$ cat src/core/ssc_pkg.sv
package ssc_pkg;

   // ------------------------------------------------------------
   // Clock and serial timing
   // ------------------------------------------------------------
   localparam int unsigned CLK_HZ = 100_000_000;
   localparam int unsigned OVERSAMPLE = 16;
   localparam int unsigned BAUD_9600 = 9600;
   localparam int unsigned BAUD_19200 = 19200;
   localparam int unsigned BAUD_115200 = 115200;
   localparam int unsigned DIV_9600 = CLK_HZ / (OVERSAMPLE * BAUD_9600);
   localparam int unsigned DIV_19200 = CLK_HZ / (OVERSAMPLE * BAUD_19200);
   localparam int unsigned DIV_115200 = CLK_HZ / (OVERSAMPLE * BAUD_115200);
   localparam int unsigned DIV_W = 12;
   localparam int unsigned SETTLE_CYCLES = 16;

   // ------------------------------------------------------------
   // Switch banks
   // ------------------------------------------------------------
   localparam int unsigned RATE_SW_W = 4;
   localparam int unsigned ADDR_W = 8;
   localparam logic [3:0] RATE_SW_FACTORY = 4'h4;
   localparam logic [7:0] ADDR_SW_FACTORY = 8'h01;
   localparam logic [7:0] ADDR_MIN = 8'h01;
   localparam logic [7:0] ADDR_MAX = 8'hf7;
   localparam logic [7:0] ADDR_BROADCAST = 8'h00;

   // Switch codes, bit 0 is switch 1
   localparam logic [3:0] RC_9600_NONE = 4'h0;
   localparam logic [3:0] RC_9600_EVEN = 4'h1;
   localparam logic [3:0] RC_9600_ODD = 4'h2;
   localparam logic [3:0] RC_19200_NONE = 4'h3;
   localparam logic [3:0] RC_19200_EVEN = 4'h4;
   localparam logic [3:0] RC_19200_ODD = 4'h5;
   localparam logic [3:0] RC_115200_NONE = 4'h6;
   localparam logic [3:0] RC_115200_EVEN = 4'h7;
   localparam logic [3:0] RC_115200_ODD = 4'h8;

   // Decoded selections
   localparam logic [1:0] BAUD_SEL_9600 = 2'h0;
   localparam logic [1:0] BAUD_SEL_19200 = 2'h1;
   localparam logic [1:0] BAUD_SEL_115200 = 2'h2;
   localparam logic [1:0] PAR_NONE = 2'h0;
   localparam logic [1:0] PAR_EVEN = 2'h1;
   localparam logic [1:0] PAR_ODD = 2'h2;

   // ------------------------------------------------------------
   // Holding registers
   // ------------------------------------------------------------
   localparam int unsigned REG_W = 16;
   localparam logic [15:0] IDX_SWITCH_RATE_SETTING = 16'h0006;
   localparam logic [15:0] IDX_SWITCH_NODE_ADDRESS = 16'h0007;

   typedef enum logic [1:0] {
      SSC_ST_WAIT_CFG,
      SSC_ST_IDLE,
      SSC_ST_REPLY
   } ssc_state_t;

endpackage

$ cat src/core/ssc_switch_capture.sv
module ssc_switch_capture
   import ssc_pkg::*;
#(
   parameter int unsigned SETTLE = SETTLE_CYCLES
) (
   input wire logic clk,
   input wire logic rst,
   input wire logic [ssc_pkg::RATE_SW_W-1:0] rate_sw,
   input wire logic [ssc_pkg::ADDR_W-1:0] addr_sw,
   output logic done,
   output logic [ssc_pkg::RATE_SW_W-1:0] rate_code,
   output logic [1:0] baud_sel,
   output logic [1:0] parity_sel,
   output logic [ssc_pkg::ADDR_W-1:0] node_addr
);
   import ssc_pkg::*;

   // ------------------------------------------------------------
   // Pin synchronisers
   // ------------------------------------------------------------
   logic [11:0] s1_ff;
   logic [11:0] s2_ff;
   logic [11:0] s3_ff;
   logic [7:0] settle_ff;
   logic done_ff;
   logic [3:0] rate_ff;
   logic [1:0] baud_ff;
   logic [1:0] par_ff;
   logic [7:0] addr_ff;

   always_ff @(posedge clk) begin
      if (rst) begin
         s1_ff <= 12'h000;
         s2_ff <= 12'h000;
         s3_ff <= 12'h000;
      end else begin
         s1_ff <= {addr_sw, rate_sw};
         s2_ff <= s1_ff;
         s3_ff <= s2_ff;
      end
   end

   // ------------------------------------------------------------
   // Decode
   // ------------------------------------------------------------
   wire stable = (s2_ff == s3_ff);
   wire settled = (settle_ff == SETTLE[7:0]);
   wire take = stable && settled && !done_ff;
   wire [3:0] sw_rate = s3_ff[3:0];
   wire [7:0] sw_addr = s3_ff[11:4];
   logic [1:0] dec_baud;
   logic [1:0] dec_par;

   always_comb begin
      dec_baud = BAUD_SEL_19200;
      dec_par = PAR_EVEN;
      case (sw_rate) // RL1
         RC_9600_NONE: begin dec_baud = BAUD_SEL_9600; dec_par = PAR_NONE; end
         RC_9600_EVEN: begin dec_baud = BAUD_SEL_9600; dec_par = PAR_EVEN; end
         RC_9600_ODD: begin dec_baud = BAUD_SEL_9600; dec_par = PAR_ODD; end
         RC_19200_NONE: begin dec_baud = BAUD_SEL_19200; dec_par = PAR_NONE; end
         RC_19200_EVEN: begin dec_baud = BAUD_SEL_19200; dec_par = PAR_EVEN; end
         RC_19200_ODD: begin dec_baud = BAUD_SEL_19200; dec_par = PAR_ODD; end
         RC_115200_NONE: begin dec_baud = BAUD_SEL_115200; dec_par = PAR_NONE; end
         RC_115200_EVEN: begin dec_baud = BAUD_SEL_115200; dec_par = PAR_EVEN; end
         RC_115200_ODD: begin dec_baud = BAUD_SEL_115200; dec_par = PAR_ODD; end
         // Undefined codes fall back to the factory setting
         default: begin dec_baud = BAUD_SEL_19200; dec_par = PAR_EVEN; end
      endcase
   end

   // Switch 1 is the LSB already, so the bank is the binary address
   wire [7:0] clamp_addr = (sw_addr == ADDR_BROADCAST) ? ADDR_MIN : // RL4
                           (sw_addr > ADDR_MAX) ? ADDR_MAX : sw_addr; // RL2 RL3 RL5 RL6

   // ------------------------------------------------------------
   // One-shot capture after reset
   // ------------------------------------------------------------
   always_ff @(posedge clk) begin
      if (rst) begin
         settle_ff <= 8'h00;
         done_ff <= 1'b0;
         rate_ff <= RATE_SW_FACTORY;
         baud_ff <= BAUD_SEL_19200;
         par_ff <= PAR_EVEN;
         addr_ff <= ADDR_SW_FACTORY;
      end else begin
         if (!settled) begin
            settle_ff <= settle_ff + 8'h01;
         end
         // Frozen afterwards: switches moved at run time are ignored
         if (take) begin // RL17
            done_ff <= 1'b1;
            rate_ff <= sw_rate;
            baud_ff <= dec_baud;
            par_ff <= dec_par;
            addr_ff <= clamp_addr;
         end
      end
   end

   assign done = done_ff;
   assign rate_code = rate_ff;
   assign baud_sel = baud_ff;
   assign parity_sel = par_ff;
   assign node_addr = addr_ff;
endmodule

$ cat src/core/ssc_switch_config.sv
// Summary of operation
// RL1: The four rate switches select 9600, 19200 or 115200 baud with none, even or odd parity, factory 19200 even.
// RL2: The address bank forms an eight-bit binary node address, switch 1 least and switch 8 most significant.
// RL3: The effective node address always lies between 1 and 247.
// RL4: A switch address of zero becomes effective address 1.
// RL5: A switch address above 247 becomes effective address 247.
// RL6: Addresses 248 to 255 are never used as an effective address and the master must not target them.
// RL7: Requests to address 0 are neither executed nor answered.
// RL8: The master sends only writes to address 0 and waits for no answer.
// RL9: The device transmits only in answer to a master request.
// RL10: The device never addresses other slaves; its replies go to the master only.
// RL11: The master keeps at most one transaction outstanding.
// RL12: A request to the own address is executed and answered by exactly one reply.
// RL13: Holding register 0x06 reads back the rate and parity switch setting.
// RL14: Holding register 0x07 reads back the effective node address.
// RL15: Each reply leads with the own effective node address.
// RL16: Without parity a second stop bit keeps the character at eleven bits.
// RL17: Both switch banks are sampled once after reset and then held.
module ssc_switch_config
   import ssc_pkg::*;
#(
   parameter int unsigned SETTLE = SETTLE_CYCLES
) (
   input wire logic CLK,
   input wire logic SYS_RST,
   input wire logic [ssc_pkg::RATE_SW_W-1:0] RATE_SW,
   input wire logic [ssc_pkg::ADDR_W-1:0] ADDR_SW,
   input wire logic RX_FRAME_VALID,
   input wire logic [ssc_pkg::ADDR_W-1:0] RX_FRAME_ADDR,
   input wire logic TX_DONE,
   input wire logic REG_RD,
   input wire logic [15:0] REG_IDX,
   output logic CFG_VALID,
   output logic [1:0] BAUD_SEL,
   output logic [1:0] PARITY_SEL,
   output logic TWO_STOP,
   output logic BAUD_TICK,
   output logic [ssc_pkg::ADDR_W-1:0] NODE_ADDR,
   output logic REQ_EXECUTE,
   output logic TX_GRANT,
   output logic [ssc_pkg::ADDR_W-1:0] REPLY_ADDR,
   output logic REG_RD_ACK,
   output logic REG_RD_HIT,
   output logic [ssc_pkg::REG_W-1:0] REG_RD_DATA
);
   import ssc_pkg::*;

   // ------------------------------------------------------------
   // Switch capture
   // ------------------------------------------------------------
   logic cap_done;
   logic [3:0] cap_rate;
   logic [1:0] cap_baud;
   logic [1:0] cap_par;
   logic [7:0] cap_addr;

   ssc_switch_capture #(
      .SETTLE(SETTLE)
   ) u_capture (
      .clk(CLK),
      .rst(SYS_RST),
      .rate_sw(RATE_SW),
      .addr_sw(ADDR_SW),
      .done(cap_done),
      .rate_code(cap_rate),
      .baud_sel(cap_baud),
      .parity_sel(cap_par),
      .node_addr(cap_addr)
   );

   // ------------------------------------------------------------
   // Oversample tick
   // ------------------------------------------------------------
   logic [DIV_W-1:0] div_cnt_ff;
   logic tick_ff;
   logic two_stop_ff;

   wire [DIV_W-1:0] div_last = (cap_baud == BAUD_SEL_9600) ? DIV_W'(DIV_9600 - 1) :
                               (cap_baud == BAUD_SEL_115200) ? DIV_W'(DIV_115200 - 1) :
                               DIV_W'(DIV_19200 - 1);
   wire div_wrap = (div_cnt_ff >= div_last);

   // Divider held at zero until the rate is captured
   wire [DIV_W-1:0] nxt_div_cnt = (div_wrap || !cap_done) ? '0 : div_cnt_ff + DIV_W'(1);
   wire nxt_tick = div_wrap && cap_done;

   always_ff @(posedge CLK) begin
      if (SYS_RST) begin
         div_cnt_ff <= '0;
      end else begin
         div_cnt_ff <= nxt_div_cnt;
      end
   end

   always_ff @(posedge CLK) begin
      if (SYS_RST) begin
         tick_ff <= 1'b0;
      end else begin
         tick_ff <= nxt_tick;
      end
   end

   // ------------------------------------------------------------
   // Character format
   // ------------------------------------------------------------
   // No parity keeps eleven bits per character by a second stop bit
   wire nxt_two_stop = (cap_par == PAR_NONE); // RL16

   always_ff @(posedge CLK) begin
      if (SYS_RST) begin
         two_stop_ff <= 1'b0;
      end else begin
         two_stop_ff <= nxt_two_stop;
      end
   end

   // ------------------------------------------------------------
   // Request filter
   // ------------------------------------------------------------
   ssc_state_t state_ff;
   ssc_state_t nxt_state;
   logic exec_ff;
   logic grant_ff;
   logic [7:0] reply_addr_ff;

   // Broadcast and foreign addresses never match, clamped address is never 0
   wire frame_bcast = (RX_FRAME_ADDR == ADDR_BROADCAST); // RL7
   wire frame_reserved = (RX_FRAME_ADDR > ADDR_MAX); // RL6
   wire frame_mine = (RX_FRAME_ADDR == cap_addr) && !frame_bcast && !frame_reserved; // RL12
   wire own_frame = RX_FRAME_VALID && frame_mine; // RL7 RL12
   wire accept = (state_ff == SSC_ST_IDLE) && own_frame; // RL11
   wire reply_owed = (nxt_state == SSC_ST_REPLY);

   // ------------------------------------------------------------
   // Transaction state
   // ------------------------------------------------------------

   always_comb begin
      nxt_state = state_ff;
      case (state_ff)
         SSC_ST_WAIT_CFG: begin
            if (cap_done) begin
               nxt_state = SSC_ST_IDLE;
            end
         end
         SSC_ST_IDLE: begin
            if (accept) begin
               nxt_state = SSC_ST_REPLY;
            end
         end
         SSC_ST_REPLY: begin
            if (TX_DONE) begin
               nxt_state = SSC_ST_IDLE;
            end
         end
         default: nxt_state = SSC_ST_WAIT_CFG;
      endcase
   end

   always_ff @(posedge CLK) begin
      if (SYS_RST) begin
         state_ff <= SSC_ST_WAIT_CFG;
      end else begin
         state_ff <= nxt_state;
      end
   end

   // ------------------------------------------------------------
   // Reply permission
   // ------------------------------------------------------------
   always_ff @(posedge CLK) begin
      if (SYS_RST) begin
         exec_ff <= 1'b0;
      end else begin
         exec_ff <= accept; // RL12
      end
   end

   // Transmit only while a reply is owed, one reply per request
   always_ff @(posedge CLK) begin
      if (SYS_RST) begin
         grant_ff <= 1'b0;
      end else begin
         grant_ff <= reply_owed; // RL9 RL12
      end
   end

   // Replies carry the own address only, never another slave's
   always_ff @(posedge CLK) begin
      if (SYS_RST) begin
         reply_addr_ff <= ADDR_SW_FACTORY;
      end else begin
         reply_addr_ff <= cap_addr; // RL10 RL15
      end
   end

   // ------------------------------------------------------------
   // Holding register read port
   // ------------------------------------------------------------
   logic ack_ff;
   logic hit_ff;
   logic [REG_W-1:0] data_ff;

   // One entry per read-only holding register
   localparam int unsigned NUM_HOLD = 2;
   wire [REG_W-1:0] hold_idx [NUM_HOLD];
   wire [REG_W-1:0] hold_val [NUM_HOLD];
   wire [REG_W-1:0] hold_data [NUM_HOLD];
   wire [NUM_HOLD-1:0] hold_sel;

   assign hold_idx[0] = IDX_SWITCH_RATE_SETTING;
   assign hold_val[0] = {12'h000, cap_rate}; // RL13
   assign hold_idx[1] = IDX_SWITCH_NODE_ADDRESS;
   assign hold_val[1] = {8'h00, cap_addr}; // RL14

   // Indices are distinct, so at most one entry drives data
   for (genvar g = 0; g < NUM_HOLD; g++) begin : g_hold
      assign hold_sel[g] = (REG_IDX == hold_idx[g]);
      assign hold_data[g] = hold_sel[g] ? hold_val[g] : '0;
   end

   wire idx_known = |hold_sel;
   wire [REG_W-1:0] rd_mux = hold_data[0] | hold_data[1];
   wire [REG_W-1:0] nxt_data = REG_RD ? rd_mux : '0;

   // ------------------------------------------------------------
   // Read response
   // ------------------------------------------------------------
   // Writes have no port here: both registers are read-only
   always_ff @(posedge CLK) begin
      if (SYS_RST) begin
         ack_ff <= 1'b0;
      end else begin
         ack_ff <= REG_RD;
      end
   end

   always_ff @(posedge CLK) begin
      if (SYS_RST) begin
         hit_ff <= 1'b0;
      end else begin
         hit_ff <= REG_RD && idx_known;
      end
   end

   // Data is zero outside an answer so stale values never linger
   always_ff @(posedge CLK) begin
      if (SYS_RST) begin
         data_ff <= '0;
      end else begin
         data_ff <= nxt_data;
      end
   end

   // ------------------------------------------------------------
   // Outputs
   // ------------------------------------------------------------
   logic cfg_ff;
   logic [1:0] baud_o_ff;
   logic [1:0] par_o_ff;
   logic [7:0] node_o_ff;

   // All follow the capture by one cycle, so they change on one edge
   always_ff @(posedge CLK) begin
      if (SYS_RST) begin
         cfg_ff <= 1'b0;
      end else begin
         cfg_ff <= cap_done;
      end
   end

   always_ff @(posedge CLK) begin
      if (SYS_RST) begin
         baud_o_ff <= BAUD_SEL_19200;
      end else begin
         baud_o_ff <= cap_baud;
      end
   end

   always_ff @(posedge CLK) begin
      if (SYS_RST) begin
         par_o_ff <= PAR_EVEN;
      end else begin
         par_o_ff <= cap_par;
      end
   end

   always_ff @(posedge CLK) begin
      if (SYS_RST) begin
         node_o_ff <= ADDR_SW_FACTORY;
      end else begin
         node_o_ff <= cap_addr;
      end
   end

   assign CFG_VALID = cfg_ff;
   assign BAUD_SEL = baud_o_ff;
   assign PARITY_SEL = par_o_ff;
   assign TWO_STOP = two_stop_ff;
   assign BAUD_TICK = tick_ff;
   assign NODE_ADDR = node_o_ff;
   assign REQ_EXECUTE = exec_ff;
   assign TX_GRANT = grant_ff;
   assign REPLY_ADDR = reply_addr_ff;
   assign REG_RD_ACK = ack_ff;
   assign REG_RD_HIT = hit_ff;
   assign REG_RD_DATA = data_ff;
endmodule

$ cat config.mk
export PLATFORM = sky130hd
export DESIGN_NAME = ssc_switch_config
export DESIGN_NICKNAME = d
export VERILOG_FILES = /design/src/core/ssc_pkg.sv /design/src/core/ssc_switch_capture.sv /design/src/core/ssc_switch_config.sv
export SDC_FILE = /design/constraint.sdc
export NUM_CORES = 1
export LEC_CHECK = 0
export BUFFER_PORTS_ARGS = -buffer_cell sky130_fd_sc_hd__buf_4
export CELL_PAD_IN_SITES_DETAIL_PLACEMENT = 2
export CELL_PAD_IN_SITES_GLOBAL_PLACEMENT = 2
export CORE_MARGIN = 2
export CORE_UTILIZATION = 35
export CTS_BUF_LIST = sky130_fd_sc_hd__clkbuf_8
export CTS_CLUSTER_SIZE = 30
export DETAILED_ROUTE_END_ITERATION = 10
export PLACE_DENSITY_LB_ADDON = 0.1
export SLEW_MARGIN = 0
export SYNTH_ARGS = -nofsm -noshare
export SYNTH_HDL_FRONTEND = slang
export SYNTH_HIERARCHICAL = 1
export SYNTH_SLANG_ARGS = --single-unit
$ cat constraint.sdc
create_clock -name CLK -period 2.4 [get_ports CLK]
set_input_delay 0.48 -clock CLK [delete_from_list [all_inputs] [get_ports CLK]]
set_output_delay 0.48 -clock CLK [all_outputs]
set_load 0.01 [all_outputs]
==> results.toml, run 1 <==
[run_status]
run_status = "finished, final reports clean"

[critical_path]
cp.arrival_ns = 2.49
required_ns = 2.72
critPathCaptureType = "register"
worst_setup_path_start_kind = "register"
crit_fanout = 12
worstSetupPathType = "register to register"

[synthesis]
synth_area_sq_um = 4240
synth_area_per_cell_sq_um = 10.1
syn-instance-count = 421
ys.flop_type = "dfxtp_1"
synthDistinctLibCells = 47
synth_area_leaders = "dfxtp_1, nor2b_1, mux2i_1"
ys_seq_elements = 102
synth_top_area_share_pct = 48.1
yosys.area.top_type = "dfxtp_1"
synthTopCellsByCount = "dfxtp_1, nor2b_1, nor2_1"
yosysMostFrequentCell = "dfxtp_1"
yosys_warnings = 6
async_reset_ff_share_pct = 0
ys_seq_area_share_pct = 48.1
synth_edf_count = 0

[global_route]
grt_max_degree = 78
grt_pass1_vias = 3118
grt.overflow.total = 0
grt_pass1_wl_um = 15600
antenna_found_initial = 0
gr-usage-all-layers_pct = 15.4

[floorplanning]
io_pins = 84
start_util_pct = 35.6
dieArea_sq_um = 13000
floorplan.die.width_um = 114
coreArea_sq_um = 11900
die_h_um = 114
placementRows = 40

[sta]
fin_crit_ns = 2.17
hold_viol = 0
drv_slew = 0
fin_hold_ws_ns = 0.313
finalSetupTns_ns = 0
max_freq_ghz = 0.461
fin_skew_ns = 0.00781
period_share_pct = 90.4
finalSetupViolations = 0
rsz0062_at_grt = "no"

[clock_tree]
clockRootBuffer = "clkbuf_8"
htreeDepth = 3
cts_hold_buffers = 0
cts_sinks = 102
cts_inserted_buffers = 9
post-cts-setup-buffer-count = 0
cts_tree = "done"
ctsLongestPathBuffers = 2
cts_resized = 0
clkTransAtPathRegs_ns = 0.09
clk_latency_ns = 0.37

[placement]
io_buffers = 75
hpwl_um = 7020
place_congestion = 0.767

[routing]
antenna_left = 0
drc = 0
totalWireLength_um = 9300
post_drt_wl_per_cell_um = 14.6
vias = 2979
drtIter0Drc = 93
via_per_inst = 4.67
firstDrtPassIters = 4

[power]
ir_worst_vdd_mv = 0.364
fin_total_pwr_mw = 3.03
p_leak_nw = 2.18
power_density_nw_per_um2 = 601

[layout]
area_delta_synth_final_pct = 18.9
nFillCells = 1298
n_antenna_cell = 0
drive_gt1_share_pct = 22.4
fin_nets = 544

[job]
max_cap_violations = 0

[hold_path]
worstHoldPathType = "primary input to register"
==> cell type report <==
| type | instances | area [sq um] | share of cell area, % |
|---|---|---|---|
| flip-flops and latches | 102 | 2040 | 40.5 |
| repair buffers | 79 | 606 | 12.0 |
| multi-input cells | 282 | 1970 | 39.0 |
| clock buffers | 10 | 138 | 2.73 |
| well taps | 147 | 184 | 3.65 |
| clock inverters | 6 | 62.6 | 1.24 |
| inverters | 12 | 45.0 | 0.893 |
==> cells in the final DEF, fill, tap and decap left out, drive strengths merged, types with 9 or more instances in the layout <==
cell type / count
and2: 9
buf: 79
clkbuf: 10
conb: 9
dfxtp: 102
ha: 17
inv: 13
mux2i: 22
nand2: 16
nand2b: 21
nand3: 10
nor2: 29
nor2b: 48
xnor2: 25
xor2: 10
==> registers in the layout, indices dropped and copies added, names as in the netlist, 2 cells and up <==
| name | flops |
|---|---|
| state_ff | 2 |
| div_cnt_ff | 12 |
| u_capture/s3_ff | 12 |
| u_capture/baud_sel | 2 |
| REG_RD_DATA | 8 |
| PARITY_SEL | 2 |
| u_capture/s2_ff | 12 |
| BAUD_SEL | 2 |
| NODE_ADDR | 8 |
| u_capture/parity_sel | 2 |
| u_capture/s1_ff | 12 |
| u_capture/settle_ff | 8 |
| u_capture/rate_code | 4 |
| u_capture/node_addr | 8 |
==> report_power, final <==
part	switching, mW	internal (mW)	total, mW
Sequential	0.0212	1.72	1.74
Clock	0.597	0.507	1.10
Combinational	0.0823	0.102	0.184
==> kinds of logic (layout without fill, tap and decap cells) <==
group,count (synthesis),count (layout),share of synthesized area [%]
xor+xnor,35,35,7.22
mux,23,23,5.46
other cells,1,9,0.0884
simple gates,176,176,24.4
buf+inv,45,107,6.19
compound gates,22,22,3.45
flops,102,102,48.1
fa+ha+maj,17,17,5.01
==> per-stage QoR <==
stage                     cell area (sq um)  utilization, %  cells  worst slack, ns
after floorplan                        4270               -    429            0.387
final                                  5040            42.4    638            0.232
after global routing                   5040            42.4    638           0.0616
after CTS                              5040            42.4    638            0.202
after global placement                 4840            40.7    622            0.325
after detailed placement               4840            40.7    622            0.232
==> worst max-delay path, cell delays in order, from the launching register on <==
cell       delay (ns)
dfxtp_1          0.33
or2_2            0.36
ha_1             0.32
nand2_1          0.08
nor4_1           0.33
o2111ai_1        0.16
o211ai_1         0.19
buf_4            0.21
and2_1           0.13
==> worst paths after layout <==
check                         from                 end  cells past startpoint  slack (ns)
max          u_capture/baud_sel[1]           BAUD_TICK                      8        0.23
min                     RATE_SW[1]  u_capture/s1_ff[1]                      2        0.31
max reg2reg  u_capture/baud_sel[1]           BAUD_TICK                      8        0.23
min reg2reg     u_capture/s1_ff[5]  u_capture/s2_ff[5]                      1        0.45
==> layer usage <==
metal,GRT usage (%),up-vias,wire [um]
met5,0,-,0
met2,25.8,51,4540
met3,3.65,11,339
li1,-,1486,-
met1,19.3,1431,4290
met4,5.61,0,141
Power figures use the tool's default switching activity.
==> inputs of run 2 (changes only) <==
--- a/config.mk
+++ b/config.mk
@@ -8,6 +8,7 @@
 export BUFFER_PORTS_ARGS = -buffer_cell sky130_fd_sc_hd__buf_4
 export CELL_PAD_IN_SITES_DETAIL_PLACEMENT = 2
 export CELL_PAD_IN_SITES_GLOBAL_PLACEMENT = 2
+export CORE_ASPECT_RATIO = 0.6
 export CORE_MARGIN = 2
 export CORE_UTILIZATION = 35
 export CTS_BUF_LIST = sky130_fd_sc_hd__clkbuf_8
==> results.toml, run 2 (synthesized netlist as in run 1, its figures left out) <==
[critical_path]
crit_fanout = 12
cp_cell_sequence = "or2_2, ha_1, nand2_1, nor4_1, o2111ai_1, o211ai_1, buf_4, and2_1"
worst_setup_path_start_kind = "register"
path_delay_family = "simple AND/OR/NAND/NOR gates"
path_buf_inv = 1
max_stage_delay_ns = 0.36
cp.arrival_ns = 2.46
crit_slowest_cell = "or2_2"
critPathCaptureType = "register"
worstSetupPathType = "register to register"
required_ns = 2.72

[clock_tree]
ctsLongestPathBuffers = 2
clkTransAtPathRegs_ns = 0.10
htreeDepth = 3
clockRootBuffer = "clkbuf_8"
clk_latency_ns = 0.37
cts_hold_buffers = 0
cts_sinks = 102
cts_resized = 0
post-cts-setup-buffer-count = 0
cts_tree = "done"
cts_inserted_buffers = 9

[global_route]
grt_pass1_vias = 3150
antenna_found_initial = 0
grt_max_degree = 53
gr-usage-all-layers_pct = 16.2
grt_pass1_wl_um = 16400
grt.overflow.total = 0

[sta]
layout_setup_ws_ns = 0.257
finalSetupViolations = 0
finalSetupTns_ns = 0
period_share_pct = 89.3
fin_crit_ns = 2.14
rsz0062_at_grt = "no"
hold_viol = 0
drv_slew = 0
max_freq_ghz = 0.467
fin_skew_ns = 0.0130

[routing]
via_per_inst = 4.65
drtIter0Drc = 67
vias = 3051
antenna_left = 0
post_drt_wl_per_cell_um = 15.5
drc = 0
totalWireLength_um = 10200
firstDrtPassIters = 4

[layout]
final_util_pct = 42.1
n_antenna_cell = 0
final_cell_area_sq_um = 5030
area_delta_synth_final_pct = 18.6
multi_input_area_sq_um = 1970
stdcell_count = 656
seqCellArea_sq_um = 2040
fin_nets = 546
layout_common_cells = "dfxtp_1, buf_4, nor2b_1"
drive_gt1_share_pct = 22.4
nFillCells = 1311
final_common_cell = "dfxtp_1"

[floorplanning]
die_h_um = 89.3
io_pins = 84
start_util_pct = 35.5
floorplan.die.width_um = 146
placementRows = 31
coreArea_sq_um = 11900
dieArea_sq_um = 13000

[power]
ir_worst_vdd_mv = 0.236
p_leak_nw = 2.17
power_density_nw_per_um2 = 577

[placement]
io_buffers = 75
place_congestion = 0.771
place_area_sq_um = 4870
place_ws_ns = 0.237
dpl.cell_count = 642
hpwl_um = 7850

[hold_path]
worstHoldPathType = "primary input to register"

[job]
max_cap_violations = 0

[run_status]
run_status = "finished, final reports clean"
[run 2: changes by cell type in the layout (fill, tap and decap cells not counted), sizes merged]
cell / change
clkinv: -1
clkinvlp: -1
inv: +1
bufinv: -1
buf: +2
[run 2: report_power, final]
group / leakage (nW) / switching (mW) / internal [mW]
combinational: 1.26 / 0.0847 / 0.101
clock: 0.0858 / 0.579 / 0.393
sequential: 0.829 / 0.0238 / 1.72
[run 2: worst reg2reg max path: cells and delay by family, from the launching register on]
family                   cells  cell delay [ns]
AO/OA/AOI/OAI                2             0.34
buffers and inverters        1             0.21
flip-flops                   1             0.34
adder cells (fa/ha/maj)      1             0.32
AND/OR/NAND/NOR              4             0.88
[run 2: per-stage QoR]
step | hold slack, ns | total power [mW]
6_report | 0.322 | 2.90
4_1_cts | 0.300 | 2.95
2_1_floorplan | 0.404 | 1.89
3_5_place_dp | 0.428 | 1.97
5_1_grt | 0.300 | 3.05
3_3_place_gp | 0.420 | 1.96
[run 2: path summary, 6_finish.rpt]
check | start | endpoint | slack [ns] | cells after the start
setup / recovery | u_capture/baud_sel[1] | BAUD_TICK | 0.26 | 8
hold / removal | ADDR_SW[7] | u_capture/s1_ff[11] | 0.32 | 2
setup reg to reg | u_capture/baud_sel[1] | BAUD_TICK | 0.26 | 8
hold reg to reg | u_capture/s1_ff[1] | u_capture/s2_ff[1] | 0.44 | 1
[run 2: cell type report]
cell class / instances / share of cell area [%]
clock buffers: 10 / 2.73
clock inverters: 4 / 0.497
inverters: 12 / 0.895
multi-input cells: 282 / 39.1
flip-flops and latches: 102 / 40.6
well taps: 165 / 4.10
repair buffers: 81 / 12.1
[run 2: layer usage]
metal | track usage (%) | vias up | share of wire, %
li1 | - | 1486 | -
met1 | 20.6 | 1481 | 48
met2 | 26.9 | 74 | 45
met3 | 5.41 | 10 | 5.5
met4 | 4.77 | 0 | 1.1
met5 | 0 | - | 0
